==> config.mk <==
export PLATFORM = sky130hd
export DESIGN_NAME = eris_i2c_slave
export DESIGN_NICKNAME = d
export VERILOG_FILES = /design/src/hw/eris_pkg.sv /design/src/hw/eris_i2c_slave.sv
export SDC_FILE = /design/constraint.sdc
export NUM_CORES = 1
export LEC_CHECK = 0
export ABC_CLOCK_PERIOD_IN_PS = 6400
export BUFFER_PORTS_ARGS = -buffer_cell sky130_fd_sc_hd__clkbuf_2
export CAP_MARGIN = 20
export CORE_MARGIN = 4
export CORE_UTILIZATION = 42
export DETAILED_ROUTE_END_ITERATION = 8
export PLACE_DENSITY_LB_ADDON = 0.12
export SLEW_MARGIN = 20
export SYNTH_ARGS = -nofsm -noshare
export SYNTH_HDL_FRONTEND = slang
export SYNTH_HIERARCHICAL = 1
export SYNTH_SLANG_ARGS = --single-unit
==> constraint.sdc <==
create_clock -name sys_clk -period 6.4 [get_ports sys_clk]
set_clock_uncertainty 0.1 [all_clocks]
set_input_delay 0.32 -clock sys_clk [delete_from_list [all_inputs] [get_ports sys_clk]]
set_output_delay 0.32 -clock sys_clk [all_outputs]
set_load 0.01 [all_outputs]
==> src/hw/eris_pkg.sv <==
// Purpose: constants and types of the recorder's two-wire slave port
// Assumes: 200 MHz system clock, bus master drives the serial clock
// Notes  : one line per rule of the port follows
// Overview of operation
// - data falling while clock high starts transfer
// - data rising while clock high ends transfer
// - data stable while clock high; sample rising
// - transmit bits change after falling clock edge
// - ninth bit is acknowledge; low means ack
// - eight bits, msb first, then acknowledge
// - master nack on last read; release data
// - first byte: 7-bit address plus direction
// - answer only address bytes D6h and D7h
// - mismatch: nack, ignore until next start
// - byte after write address loads counter
// - stop commits nonvolatile; repeated start does not
// - one to eight bytes, consecutive addresses
// - write counter wraps inside 8-byte row
// - no address ack during nonvolatile write
// - bare read starts at current counter
// - random read: address write, repeated start, read
// - master ack requests next byte; nack ends
// - repeated start accepted mid transfer
// - activity input high rejects written data
// - protected writes need password; reads allowed
package eris_pkg;
   localparam logic [6:0]  SLAVE_ADDR  = 7'h6B;
   localparam int          RW_BIT      = 0;
   localparam logic [3:0]  BYTE_BITS   = 4'h8;
   localparam int          ROW_BITS    = 3;
   localparam logic [7:0]  PROT_LO     = 8'h20;
   localparam logic [7:0]  PROT_HI     = 8'h2F;
   localparam int          CLK_MHZ     = 200;
   localparam int          NVW_TIME_US = 10;
   localparam int          NVW_CYCLES  = NVW_TIME_US * CLK_MHZ;
   localparam int          FIFO_DEPTH  = 8;

   typedef enum logic [2:0] {S_IDLE, S_RX, S_ACK, S_TX, S_MACK, S_IGNORE} eris_st_t;
   typedef enum logic [1:0] {K_SLV, K_MEM, K_DAT} eris_kind_t;

   typedef struct packed {
      logic [7:0] addr;
      logic [7:0] data;
   } eris_wr_ent_t;
endpackage

==> src/hw/eris_i2c_slave.sv <==
// Purpose: two-wire slave port with write FIFO and nonvolatile commit
// Assumes: serial clock far slower than sys_clk, open-drain data pin
// Notes  : memory contents live outside; read data is looked up live
`timescale 1ns/1ps

module eris_fifo #(
   parameter int W     = 16,
   parameter int DEPTH = 8
) (
   input  wire logic         clk,       // System clock
   input  wire logic         rst_n,     // Synchronised reset
   input  wire logic         in_valid,  // Write side valid
   output logic              in_ready,  // Not full
   input  wire logic [W-1:0] in_data,   // Write side data
   output logic              out_valid, // Not empty
   input  wire logic         out_ready, // Drain side ready
   output logic [W-1:0]      out_data   // Head entry
);
   localparam int AW = $clog2(DEPTH);
   typedef struct packed {
      logic [DEPTH-1:0][W-1:0] mem;
      logic [AW:0]             wp;
      logic [AW:0]             rp;
      logic                    ne;
      logic [W-1:0]            head;
   } eris_fifo_s_t;
   eris_fifo_s_t r, next_r;

   // Pointers carry a wrap bit so full and empty stay distinct
   assign in_ready  = (r.wp[AW-1:0] != r.rp[AW-1:0]) || (r.wp[AW] == r.rp[AW]);
   assign out_valid = r.ne;
   assign out_data  = r.head;

   always_comb begin
      next_r = r;
      if (in_valid && in_ready) begin
         next_r.mem[r.wp[AW-1:0]] = in_data;
         next_r.wp = r.wp + 1'b1;
      end
      if (out_valid && out_ready) begin
         next_r.rp = r.rp + 1'b1;
      end
      // Drain side outputs come from flops, not from the pointer compare
      next_r.ne   = next_r.wp != next_r.rp;
      next_r.head = next_r.mem[next_r.rp[AW-1:0]];
   end

   always_ff @(posedge clk or negedge rst_n) begin
      if (!rst_n) begin
         r <= '0;
      end else begin
         r <= next_r;
      end
   end
endmodule

////////////////////////////////////////////////////////////////////////////////

module eris_i2c_slave #(
   parameter int NVW_CNT = eris_pkg::NVW_CYCLES
) (
   input  wire logic          sys_clk,   // 200 MHz clock
   input  wire logic          rstn,      // Async reset, active low
   input  wire logic          scl,       // Serial clock pin
   input  wire logic          sda_i,     // Serial data pin level
   output logic               sda_o,     // Data drive value, always low
   output logic               sda_oe,    // High while pulling data low
   input  wire logic          act_hold,  // Activity pin, high blocks writes
   input  wire logic          pw_ok,     // Password matched
   output logic [7:0]         rd_addr,   // Address counter
   input  wire logic [7:0]    rd_data,   // Byte at rd_addr
   output logic               wr_valid,  // Written byte waiting
   input  wire logic          wr_ready,  // Device takes the byte
   output eris_pkg::eris_wr_ent_t wr_ent, // Written address and data
   output logic               nv_commit, // Pulse: start nonvolatile write
   output logic               nv_busy    // Nonvolatile write in progress
);
   import eris_pkg::*;

   typedef struct packed {
      logic [1:0]   scl_p;
      logic [1:0]   sda_p;
      logic [1:0]   act_p;
      logic         scl_d;
      logic         sda_d;
      eris_st_t     st;
      eris_kind_t   k;
      logic [3:0]   cnt;
      logic [7:0]   sh;
      logic [7:0]   addr;
      logic         rd;
      logic         ack;
      logic         wrote;
      logic         oe;
      logic         commit;
      logic         busy;
      logic [23:0]  tmr;
      logic         push;
      eris_wr_ent_t ent;
   } eris_s_t;

   eris_s_t    r, next_r;
   // Pin history starts at the idle bus level, so no false edge after reset
   localparam eris_s_t IDLE_S = '{scl_p: 2'h3, sda_p: 2'h3, scl_d: 1'b1, sda_d: 1'b1,
                                  st: S_IDLE, k: K_SLV, default: '0};
   logic [1:0] rst_q;
   logic       rst_n_s;
   logic       fifo_rdy;
   logic       scl_h, sda, scl_rise, scl_fall, start_c, stop_c;

   function automatic logic [7:0] row_inc(input logic [7:0] a);
      row_inc = {a[7:ROW_BITS], a[ROW_BITS-1:0] + 1'b1};
   endfunction

   function automatic logic is_prot(input logic [7:0] a);
      is_prot = (a >= PROT_LO) && (a <= PROT_HI);
   endfunction

   ////////////////////////////////////////////////////////////////////////////
   always_ff @(posedge sys_clk or negedge rstn) begin
      if (!rstn) begin
         rst_q <= 2'h0;
      end else begin
         rst_q <= {rst_q[0], 1'b1};
      end
   end
   assign rst_n_s = rst_q[1];

   // Stage 0 of each pin synchroniser feeds only stage 1
   assign scl_h    = r.scl_p[1];
   assign sda      = r.sda_p[1];
   assign scl_rise = scl_h && !r.scl_d;
   assign scl_fall = !scl_h && r.scl_d;
   assign start_c  = scl_h && r.scl_d && r.sda_d && !sda;
   assign stop_c   = scl_h && r.scl_d && !r.sda_d && sda;

   always_comb begin
      next_r        = r;
      next_r.scl_p  = {r.scl_p[0], scl};
      next_r.sda_p  = {r.sda_p[0], sda_i};
      next_r.act_p  = {r.act_p[0], act_hold};
      next_r.scl_d  = r.scl_p[1];
      next_r.sda_d  = r.sda_p[1];
      next_r.push   = 1'b0;
      next_r.commit = 1'b0;
      if (r.busy) begin
         if (r.tmr == 24'h0) begin
            next_r.busy = 1'b0;
         end else begin
            next_r.tmr = r.tmr - 24'h1;
         end
      end
      if (start_c) begin
         // Repeated start drops pending bytes from the commit
         next_r.st    = S_RX;
         next_r.k     = K_SLV;
         next_r.cnt   = 4'h0;
         next_r.oe    = 1'b0;
         next_r.wrote = 1'b0;
      end else if (stop_c) begin
         next_r.st = S_IDLE;
         next_r.oe = 1'b0;
         if (r.wrote) begin
            next_r.commit = 1'b1;
            next_r.busy   = 1'b1;
            next_r.tmr    = 24'(NVW_CNT - 1);
            next_r.wrote  = 1'b0;
         end
      end else begin
         case (r.st)
            S_RX: begin
               if (scl_rise && r.cnt < BYTE_BITS) begin
                  next_r.sh  = {r.sh[6:0], sda};
                  next_r.cnt = r.cnt + 4'h1;
               end else if (scl_fall && r.cnt == BYTE_BITS) begin
                  next_r.st  = S_ACK;
                  next_r.ack = 1'b0;
                  case (r.k)
                     K_SLV: begin
                        if (r.sh[7:1] == SLAVE_ADDR && !r.busy) begin
                           next_r.ack = 1'b1;
                           next_r.rd  = r.sh[RW_BIT];
                        end
                     end
                     K_MEM: begin
                        next_r.ack  = 1'b1;
                        next_r.addr = r.sh;
                     end
                     default: begin
                        // A full FIFO is refused with a nack rather than lost
                        if (!r.act_p[1] && (!is_prot(r.addr) || pw_ok) && fifo_rdy) begin
                           next_r.ack   = 1'b1;
                           next_r.push  = 1'b1;
                           next_r.ent   = '{addr: r.addr, data: r.sh};
                           next_r.wrote = 1'b1;
                           next_r.addr  = row_inc(r.addr);
                        end
                     end
                  endcase
                  next_r.oe = next_r.ack;
               end
            end
            S_ACK: begin
               if (scl_fall) begin
                  next_r.cnt = 4'h0;
                  if (!r.ack) begin
                     next_r.st = S_IGNORE;
                     next_r.oe = 1'b0;
                  end else if (r.rd) begin
                     next_r.st = S_TX;
                     next_r.sh = {rd_data[6:0], 1'b0};
                     next_r.oe = !rd_data[7];
                  end else begin
                     next_r.st = S_RX;
                     next_r.oe = 1'b0;
                     next_r.k  = (r.k == K_SLV) ? K_MEM : K_DAT;
                  end
               end
            end
            S_TX: begin
               if (scl_rise) begin
                  next_r.cnt = r.cnt + 4'h1;
               end else if (scl_fall) begin
                  if (r.cnt == BYTE_BITS) begin
                     next_r.oe = 1'b0;
                     next_r.st = S_MACK;
                  end else begin
                     next_r.oe = !r.sh[7];
                     next_r.sh = {r.sh[6:0], 1'b0};
                  end
               end
            end
            S_MACK: begin
               if (scl_rise) begin
                  next_r.addr = r.addr + 8'h1;
                  if (sda) begin
                     next_r.st = S_IGNORE;
                  end else begin
                     next_r.st  = S_ACK;
                     next_r.ack = 1'b1;
                  end
               end
            end
            default: begin
            end
         endcase
      end
   end

   always_ff @(posedge sys_clk or negedge rst_n_s) begin
      if (!rst_n_s) begin
         r <= IDLE_S;
      end else begin
         r <= next_r;
      end
   end

   ////////////////////////////////////////////////////////////////////////////
   eris_fifo #(.W($bits(eris_wr_ent_t)), .DEPTH(FIFO_DEPTH)) u_fifo (
      .clk       (sys_clk),
      .rst_n     (rst_n_s),
      .in_valid  (r.push),
      .in_ready  (fifo_rdy),
      .in_data   (r.ent),
      .out_valid (wr_valid),
      .out_ready (wr_ready),
      .out_data  (wr_ent)
   );

   assign sda_o     = 1'b0;
   assign sda_oe    = r.oe;
   assign rd_addr   = r.addr;
   assign nv_commit = r.commit;
   assign nv_busy   = r.busy;
endmodule

==> results of run 1 <==
-- cell families (layout without fill, tap and decap cells) --
| group | after synthesis | after routing |
|---|---|---|
| AND/OR/NAND/NOR | 320 | 320 |
| AO/OA/AOI/OAI | 291 | 291 |
| flip-flops | 235 | 235 |
| buffers and inverters | 171 | 169 |
| multiplexers | 130 | 130 |
| XOR/XNOR | 27 | 27 |
| adder cells (fa/ha/maj) | 7 | 7 |
| other | 2 | 2 |
-- stage by stage --
step | cell area, µm² | worst slack (ns) | instances | hold slack [ns] | total power (µW)
after CTS | 13500 | 2.61 | 1564 | 0.0124 | 5160
final | 13500 | 2.60 | 1565 | 0.0435 | 5130
after global routing | 13500 | 2.30 | 1565 | 0.0432 | 5430
after floorplan | 12200 | 2.44 | 1183 | -0.0756 | 3040
after detailed placement | 12500 | 2.64 | 1507 | 0.00813 | 3440
after global placement | 12500 | 2.76 | 1507 | 0.00753 | 3420
-- sequential cells by signal, indices dropped and copies added (netlist names) --
signal,count
nv_commit,1
u_fifo/out_data,16
nv_busy,1
sda_oe,1
rst_q,2
u_fifo/r,136
rd_addr,8
next_r,5
u_fifo/out_valid,1
r,64
-- where the power goes --
part,leakage [µW],internal (µW),switching [µW]
clock,0.000494,1060,637
combinational,0.00259,575,974
sequential,0.00294,1660,228
-- cell type report --
class | count | share of cell area
timing repair buffer | 66 | 0.0321
sequential | 235 | 0.435
clock inverter | 16 | 0.0153
tap | 384 | 0.0355
multi-input combinational | 777 | 0.410
inverter | 51 | 0.0141
clock buffer | 36 | 0.0577
-- routing by layer --
metal	vias up	GRT usage	part of all wire
met4	0	0.0441	0.018
met1	4572	0.276	0.47
met5	-	0	0
li1	4293	-	-
met2	214	0.311	0.47
met3	43	0.0292	0.047
-- final timing paths --
check | slack [ns] | depth (start not counted) | startpoint | endpoint
setup reg to reg | 2.60 | 7 | u_fifo/out_valid | u_fifo/out_data[3]
hold reg to reg | 0.26 | 0 | rst_q[1] | r[64]
max in group asynchronous | 4.59 | 2 | rst_q[1] | u_fifo/r[138]
min in group asynchronous | 0.26 | 0 | rst_q[1] | r[64]
hold / removal | 0.04 | 4 | rd_data[0] | r[56]
setup / recovery | 2.60 | 7 | u_fifo/out_valid | u_fifo/out_data[3]
-- worst reg2reg max path: cells and delay by family (launching register included) --
kind | cells | cell delay (ns)
flops | 1 | 0.54
buf+inv | 2 | 0.79
simple gates | 3 | 1.68
compound gates | 2 | 0.52
-- synth_stat cells (7+ instances only) --
library cell / n / area, µm²
xnor2_1: 12 / 105
xor2_1: 13 / 114
o21ai_0: 62 / 310
ha_1: 7 / 87.6
nor2_1: 84 / 315
buf_4: 26 / 195
o311ai_1: 10 / 87.6
nand3b_1: 7 / 52.6
mux2_2: 125 / 1410
inv_1: 50 / 188
o311ai_0: 8 / 70.1
or4_1: 10 / 75.1
nand2b_1: 9 / 56.3
nand4_1: 9 / 56.3
buf_2: 19 / 95.1
nor4_1: 10 / 62.6
a32oi_1: 32 / 280
o22ai_1: 19 / 119
o221ai_1: 16 / 140
nand3_1: 11 / 55.1
a22oi_1: 16 / 120
nor3_1: 56 / 280
nand2_1: 71 / 267
a31oi_1: 37 / 231
o31ai_1: 8 / 60.1
dfrtp_1: 229 / 5730
a21oi_1: 39 / 195
clkbuf_1: 70 / 263
==> flow_metrics.py, run 1 <==
metrics = {
    "logic_synthesis": {
        "syn_nets": 1205,
        "syn_avg_cell_area_um2": 10.3,
        "synth.distinct_cells": 80,
        "synth_xor_area_frac": 0.0216,
        "synthAdderAreaFrac": 0.00719,
        "synth_compound_area_frac": 0.169,
        "seq_area_frac_synth": 0.484,
        "synthMuxAreaShare": 0.120,
        "synth_top_family_by_area": "compound AO/OA/AOI/OAI gates",
        "synth-edff-count": 0,
        "ys_seq_elements": 235,
        "synth_cells": 1183,
        "synthFlopType": "dfrtp_1",
        "synth_simple_gate_area_frac": 0.135,
        "synthesis.area_um2": 12200,
        "synthArstFlopShare": 1.00,
        "ys_warn_count": 6,
    },
    "final_layout": {
        "multi_input_area_um2": 5560,
        "n_antenna_cell": 0,
        "fillers": 2698,
        "layout_common_cells": "228 x dfrtp_1, 125 x mux2_2, 84 x nor2_1",
        "utilization": 0.473,
        "area_growth_pct": 11.3,
        "fin_nets": 1181,
        "drive_above_1_share": 0.224,
        "ff_latch_area_um2": 5890,
        "final_common_cell": "dfrtp_1",
    },
    "route": {
        "first_iter_violations": 713,
        "ant_nets": 0,
        "drt_pre_antenna_iters": 5,
        "vias": 9122,
        "detail_route.wl_per_cell_um": 19.4,
        "via_per_inst": 5.83,
        "drc": 0,
        "routed_wirelength_um": 30400,
    },
    "global_route": {
        "grt_usage": 0.193,
        "grt_pass1_vias": 8912,
        "grt_antenna_before_repair": 0,
        "grt_first_pass_wirelength_um": 49700,
        "grt_max_degree": 185,
        "grt_overflow": 0,
    },
    "timing": {
        "report.final.slew_viol_count": 0,
        "post-route-period-util": 0.593,
        "tightest_slew_ns": 1.09,
        "fmax_mhz": 263,
        "setup_tns_ns": 0,
        "hold_viol": 0,
        "grt_setup_unrepaired": "no",
        "final-setup-viol-count": 0,
        "period_minus_slack_ns": 3.80,
        "slew-limit-headroom": 0.265,
    },
    "critical_path": {
        "critPathArrivalTime_ns": 4.09,
        "path_buf_inv": 2,
        "cpPeakStageDelay_ns": 0.94,
        "timing_worst_setup_path_type": "register to register",
        "crit_fanout": 48,
        "endpoint_kind": "register",
        "cp-start-kind": "register",
        "crit_slowest_cell": "and3b_2",
        "worstPathCellList": "and3b_2 -> nor2_1 -> inv_1 -> buf_4 -> nand2b_1 -> o221ai_1 -> o311ai_0",
        "cp.required_ns": 6.69,
        "crit_family": "simple AND/OR/NAND/NOR gates",
    },
    "power": {
        "leakage_uw": 0.00602,
        "pwr_density_cell_nw_per_um2": 379,
        "peakVddDrop_uv": 225,
    },
    "clock_network": {
        "postCtsSetupRepairBufs": 0,
        "cts_buffers": 28,
        "clock_sinks": 235,
        "cts_tree": "built",
        "clock_latency_ns": 0.55,
        "cts_max_level": 1,
        "clockBufferDepth": 3,
        "cts_resized": 0,
        "path_clk_slew_ns": 0.06,
        "cts_root_buf": "clkbuf_16",
        "cts_hold_buf": 5,
    },
    "die": {
        "core_um2": 28600,
        "die_area_um2": 31800,
        "top_level_ports": 44,
        "die_h_um": 178,
        "initial_core_util": 0.425,
        "die_w_um": 178,
        "rows": 62,
    },
    "flow_run": {
        "max-cap-violations": 0,
    },
    "placement": {
        "dp_hpwl_um": 18700,
        "port_buffers": 42,
        "place_congestion": 0.794,
    },
    "hold_path": {
        "hold_path.class": "input port to register",
    },
    "outcome": {
        "status": "finished clean",
    },
}
Note: power is estimated with default switching activity, not from simulation.
==> run 2: changes to the inputs <==
--- a/config.mk
+++ b/config.mk
@@ -5,7 +5,7 @@
 export SDC_FILE = /design/constraint.sdc
 export NUM_CORES = 1
 export LEC_CHECK = 0
-export ABC_CLOCK_PERIOD_IN_PS = 6400
+export ABC_CLOCK_PERIOD_IN_PS = 3100
 export BUFFER_PORTS_ARGS = -buffer_cell sky130_fd_sc_hd__clkbuf_2
 export CAP_MARGIN = 20
 export CORE_MARGIN = 4
==> constraint.sdc (replaced) <==
create_clock -name sys_clk -period 3.1 [get_ports sys_clk]
set_clock_uncertainty 0.1 [all_clocks]
set_input_delay 0.155 -clock sys_clk [delete_from_list [all_inputs] [get_ports sys_clk]]
set_output_delay 0.155 -clock sys_clk [all_outputs]
set_load 0.01 [all_outputs]
==> run 2 against run 1 <==
Effect of this change: non-clock buffer count up 36; global-route usage up 0.26 points; fmax up 31%; sequential share of layout area down 1.0 points; worst hold slack better by 0.059 ns; clock power up 100%; critical endpoint is now u_fifo/out_data[14]; final area up 2.4%; clock-buffer cell count unchanged.
==> flow_metrics.py, run 2 (same netlist as run 1, synthesis figures left out) <==
metrics = {
    "clock_network": {
        "cts_resized": 0,
        "clock_sinks": 235,
        "cts_buffers": 27,
        "clockBufferDepth": 3,
        "cts_root_buf": "clkbuf_16",
        "cts_max_level": 1,
        "cts_tree": "built",
        "path_clk_slew_ns": 0.06,
        "clock_latency_ns": 0.54,
    },
    "die": {
        "die_area_um2": 31800,
        "die_h_um": 178,
        "core_um2": 28600,
        "initial_core_util": 0.425,
        "top_level_ports": 44,
        "die_w_um": 178,
        "rows": 62,
    },
    "power": {
        "p_clk_frac": 0.324,
        "leakage_uw": 0.00619,
        "p_sw_uw": 3820,
        "pwr_density_cell_nw_per_um2": 772,
        "peakVddDrop_uv": 525,
        "comb_power_share": 0.320,
        "p_int_uw": 6900,
        "p_sw_frac": 0.356,
        "total_power_uw": 10700,
        "power_frac_seq": 0.356,
    },
    "final_layout": {
        "layout_common_cells": "228 x dfrtp_1, 125 x mux2_2, 84 x nor2_1",
        "largest-register": "u_fifo/r",
        "final_common_cell": "dfrtp_1",
        "area_growth_pct": 14.0,
        "n_antenna_cell": 0,
        "fin_nets": 1216,
        "drive_above_1_share": 0.240,
        "largest_reg_flops": 136,
    },
    "route": {
        "routed_wirelength_um": 30800,
        "first_iter_violations": 599,
        "via_per_inst": 5.79,
        "drc": 0,
        "vias": 9262,
        "drt_pre_antenna_iters": 5,
        "ant_nets": 0,
        "detail_route.wl_per_cell_um": 19.2,
    },
    "critical_path": {
        "rr_startpoint": "u_fifo/r[17]",
        "path_buf_inv": 0,
        "endpoint_kind": "register",
        "crit_family": "XOR/XNOR gates",
        "cp-start-kind": "register",
        "crit_slowest_cell": "xnor2_2",
        "worstPathCellList": "xor2_4 -> xnor2_2 -> nand3_2 -> o221ai_1 -> nand4_1",
        "critPathArrivalTime_ns": 3.18,
        "startpoint": "u_fifo/r[17]",
        "crit_fanout": 21,
        "cpPeakStageDelay_ns": 0.84,
        "timing_worst_setup_path_type": "register to register",
        "cp.required_ns": 3.39,
    },
    "timing": {
        "fmax_mhz": 346,
        "hold_viol": 0,
        "grt_setup_unrepaired": "no",
        "tightest_slew_ns": 1.01,
        "setup_tns_ns": 0,
        "final-setup-viol-count": 0,
        "period_minus_slack_ns": 2.89,
        "whs_ns": 0.103,
        "report.final.slew_viol_count": 0,
        "post-route-period-util": 0.933,
        "slew-limit-headroom": 0.324,
    },
    "global_route": {
        "grt_busiest_layer": "met2",
        "grt_first_pass_wirelength_um": 50500,
        "grt_usage": 0.195,
        "grtUsageMet3": 0.0235,
        "grt_pass1_vias": 8957,
        "grt_antenna_before_repair": 0,
        "grt_max_degree": 79,
        "grt_overflow": 0,
        "gr-usage-met1": 0.284,
        "met2_usage": 0.318,
    },
    "outcome": {
        "status": "finished clean",
    },
    "placement": {
        "port_buffers": 42,
        "dp_hpwl_um": 19300,
        "place_congestion": 0.841,
    },
    "flow_run": {
        "max-cap-violations": 0,
    },
    "hold_path": {
        "hold_path.startpoint": "pw_ok",
        "hold_path.class": "input port to register",
    },
}
## run 2: cell types whose count changed in the layout (fill, tap and decap cells not counted), sizes merged
cell,previous run,this run
clkinvlp,1,2
clkinv,11,7
buf,19,46
inv,50,51
dlygate4sd3,5,14
## run 2: what timing repair did
| action | 4_1_cts | 5_1_grt |
|---|---|---|
| endpoints found under the hold margin | 14 | 0 |
| hold buffers | 14 | 0 |
| buffers inserted | 0 | 0 |
## run 2: through the flow
step / setup WS [ns] / util / area, µm² / instances
6_report: 0.206 / 0.485 / 13900 / 1599
5_1_grt: 0.0277 / 0.485 / 13900 / 1599
4_1_cts: 0.225 / 0.485 / 13900 / 1599
3_3_place_gp: 0.304 / 0.446 / 12800 / 1535
3_5_place_dp: 0.240 / 0.446 / 12800 / 1535
2_1_floorplan: 0.296 / - / 12200 / 1183
## run 2: worst paths after layout
| check | to | slack (ns) | cells after the start |
|---|---|---|---|
| min in group asynchronous | u_fifo/r[35] | 0.12 | 0 |
| worst max register to register | u_fifo/out_data[14] | 0.21 | 5 |
| max in group asynchronous | r[72] | 2.04 | 1 |
| worst max-delay path | u_fifo/out_data[14] | 0.21 | 5 |
| worst min-delay path | r[45] | 0.10 | 5 |
| worst min register to register | u_fifo/r[35] | 0.12 | 0 |
## run 2: final cells by class
class                   count  area [µm²]
clock buffers              36         779
clock inverters            14         204
fillers                  2619       14700
inverters                  51         191
multi-input cells         777        5560
flip-flops and latches    235        5890
well taps                 384         480
repair buffers            102         771
## run 2: per-layer routing
| metal | wire [µm] | up-vias |
|---|---|---|
| met1 | 14800 | 4673 |
| li1 | - | 4359 |
| met2 | 14200 | 195 |
| met5 | 0 | - |
| met4 | 532 | 0 |
| met3 | 1180 | 35 |
## run 2: tightest hold or removal path: stages
cell and delay, ns:
clkbuf_2 0.10, o21bai_1 0.18, a221oi_1 0.13, inv_1 0.07, a21oi_1 0.05
## run 2: power groups by stage
stage | clock, µW | sequential (µW) | combinational, µW
CTS | 3570 | 3820 | 3420
detailed placement | 0 | 3870 | 3390
finish | 3480 | 3820 | 3430
floorplan | 0 | 3740 | 2530
global placement | 0 | 3870 | 3350
global route | 3700 | 3870 | 3770
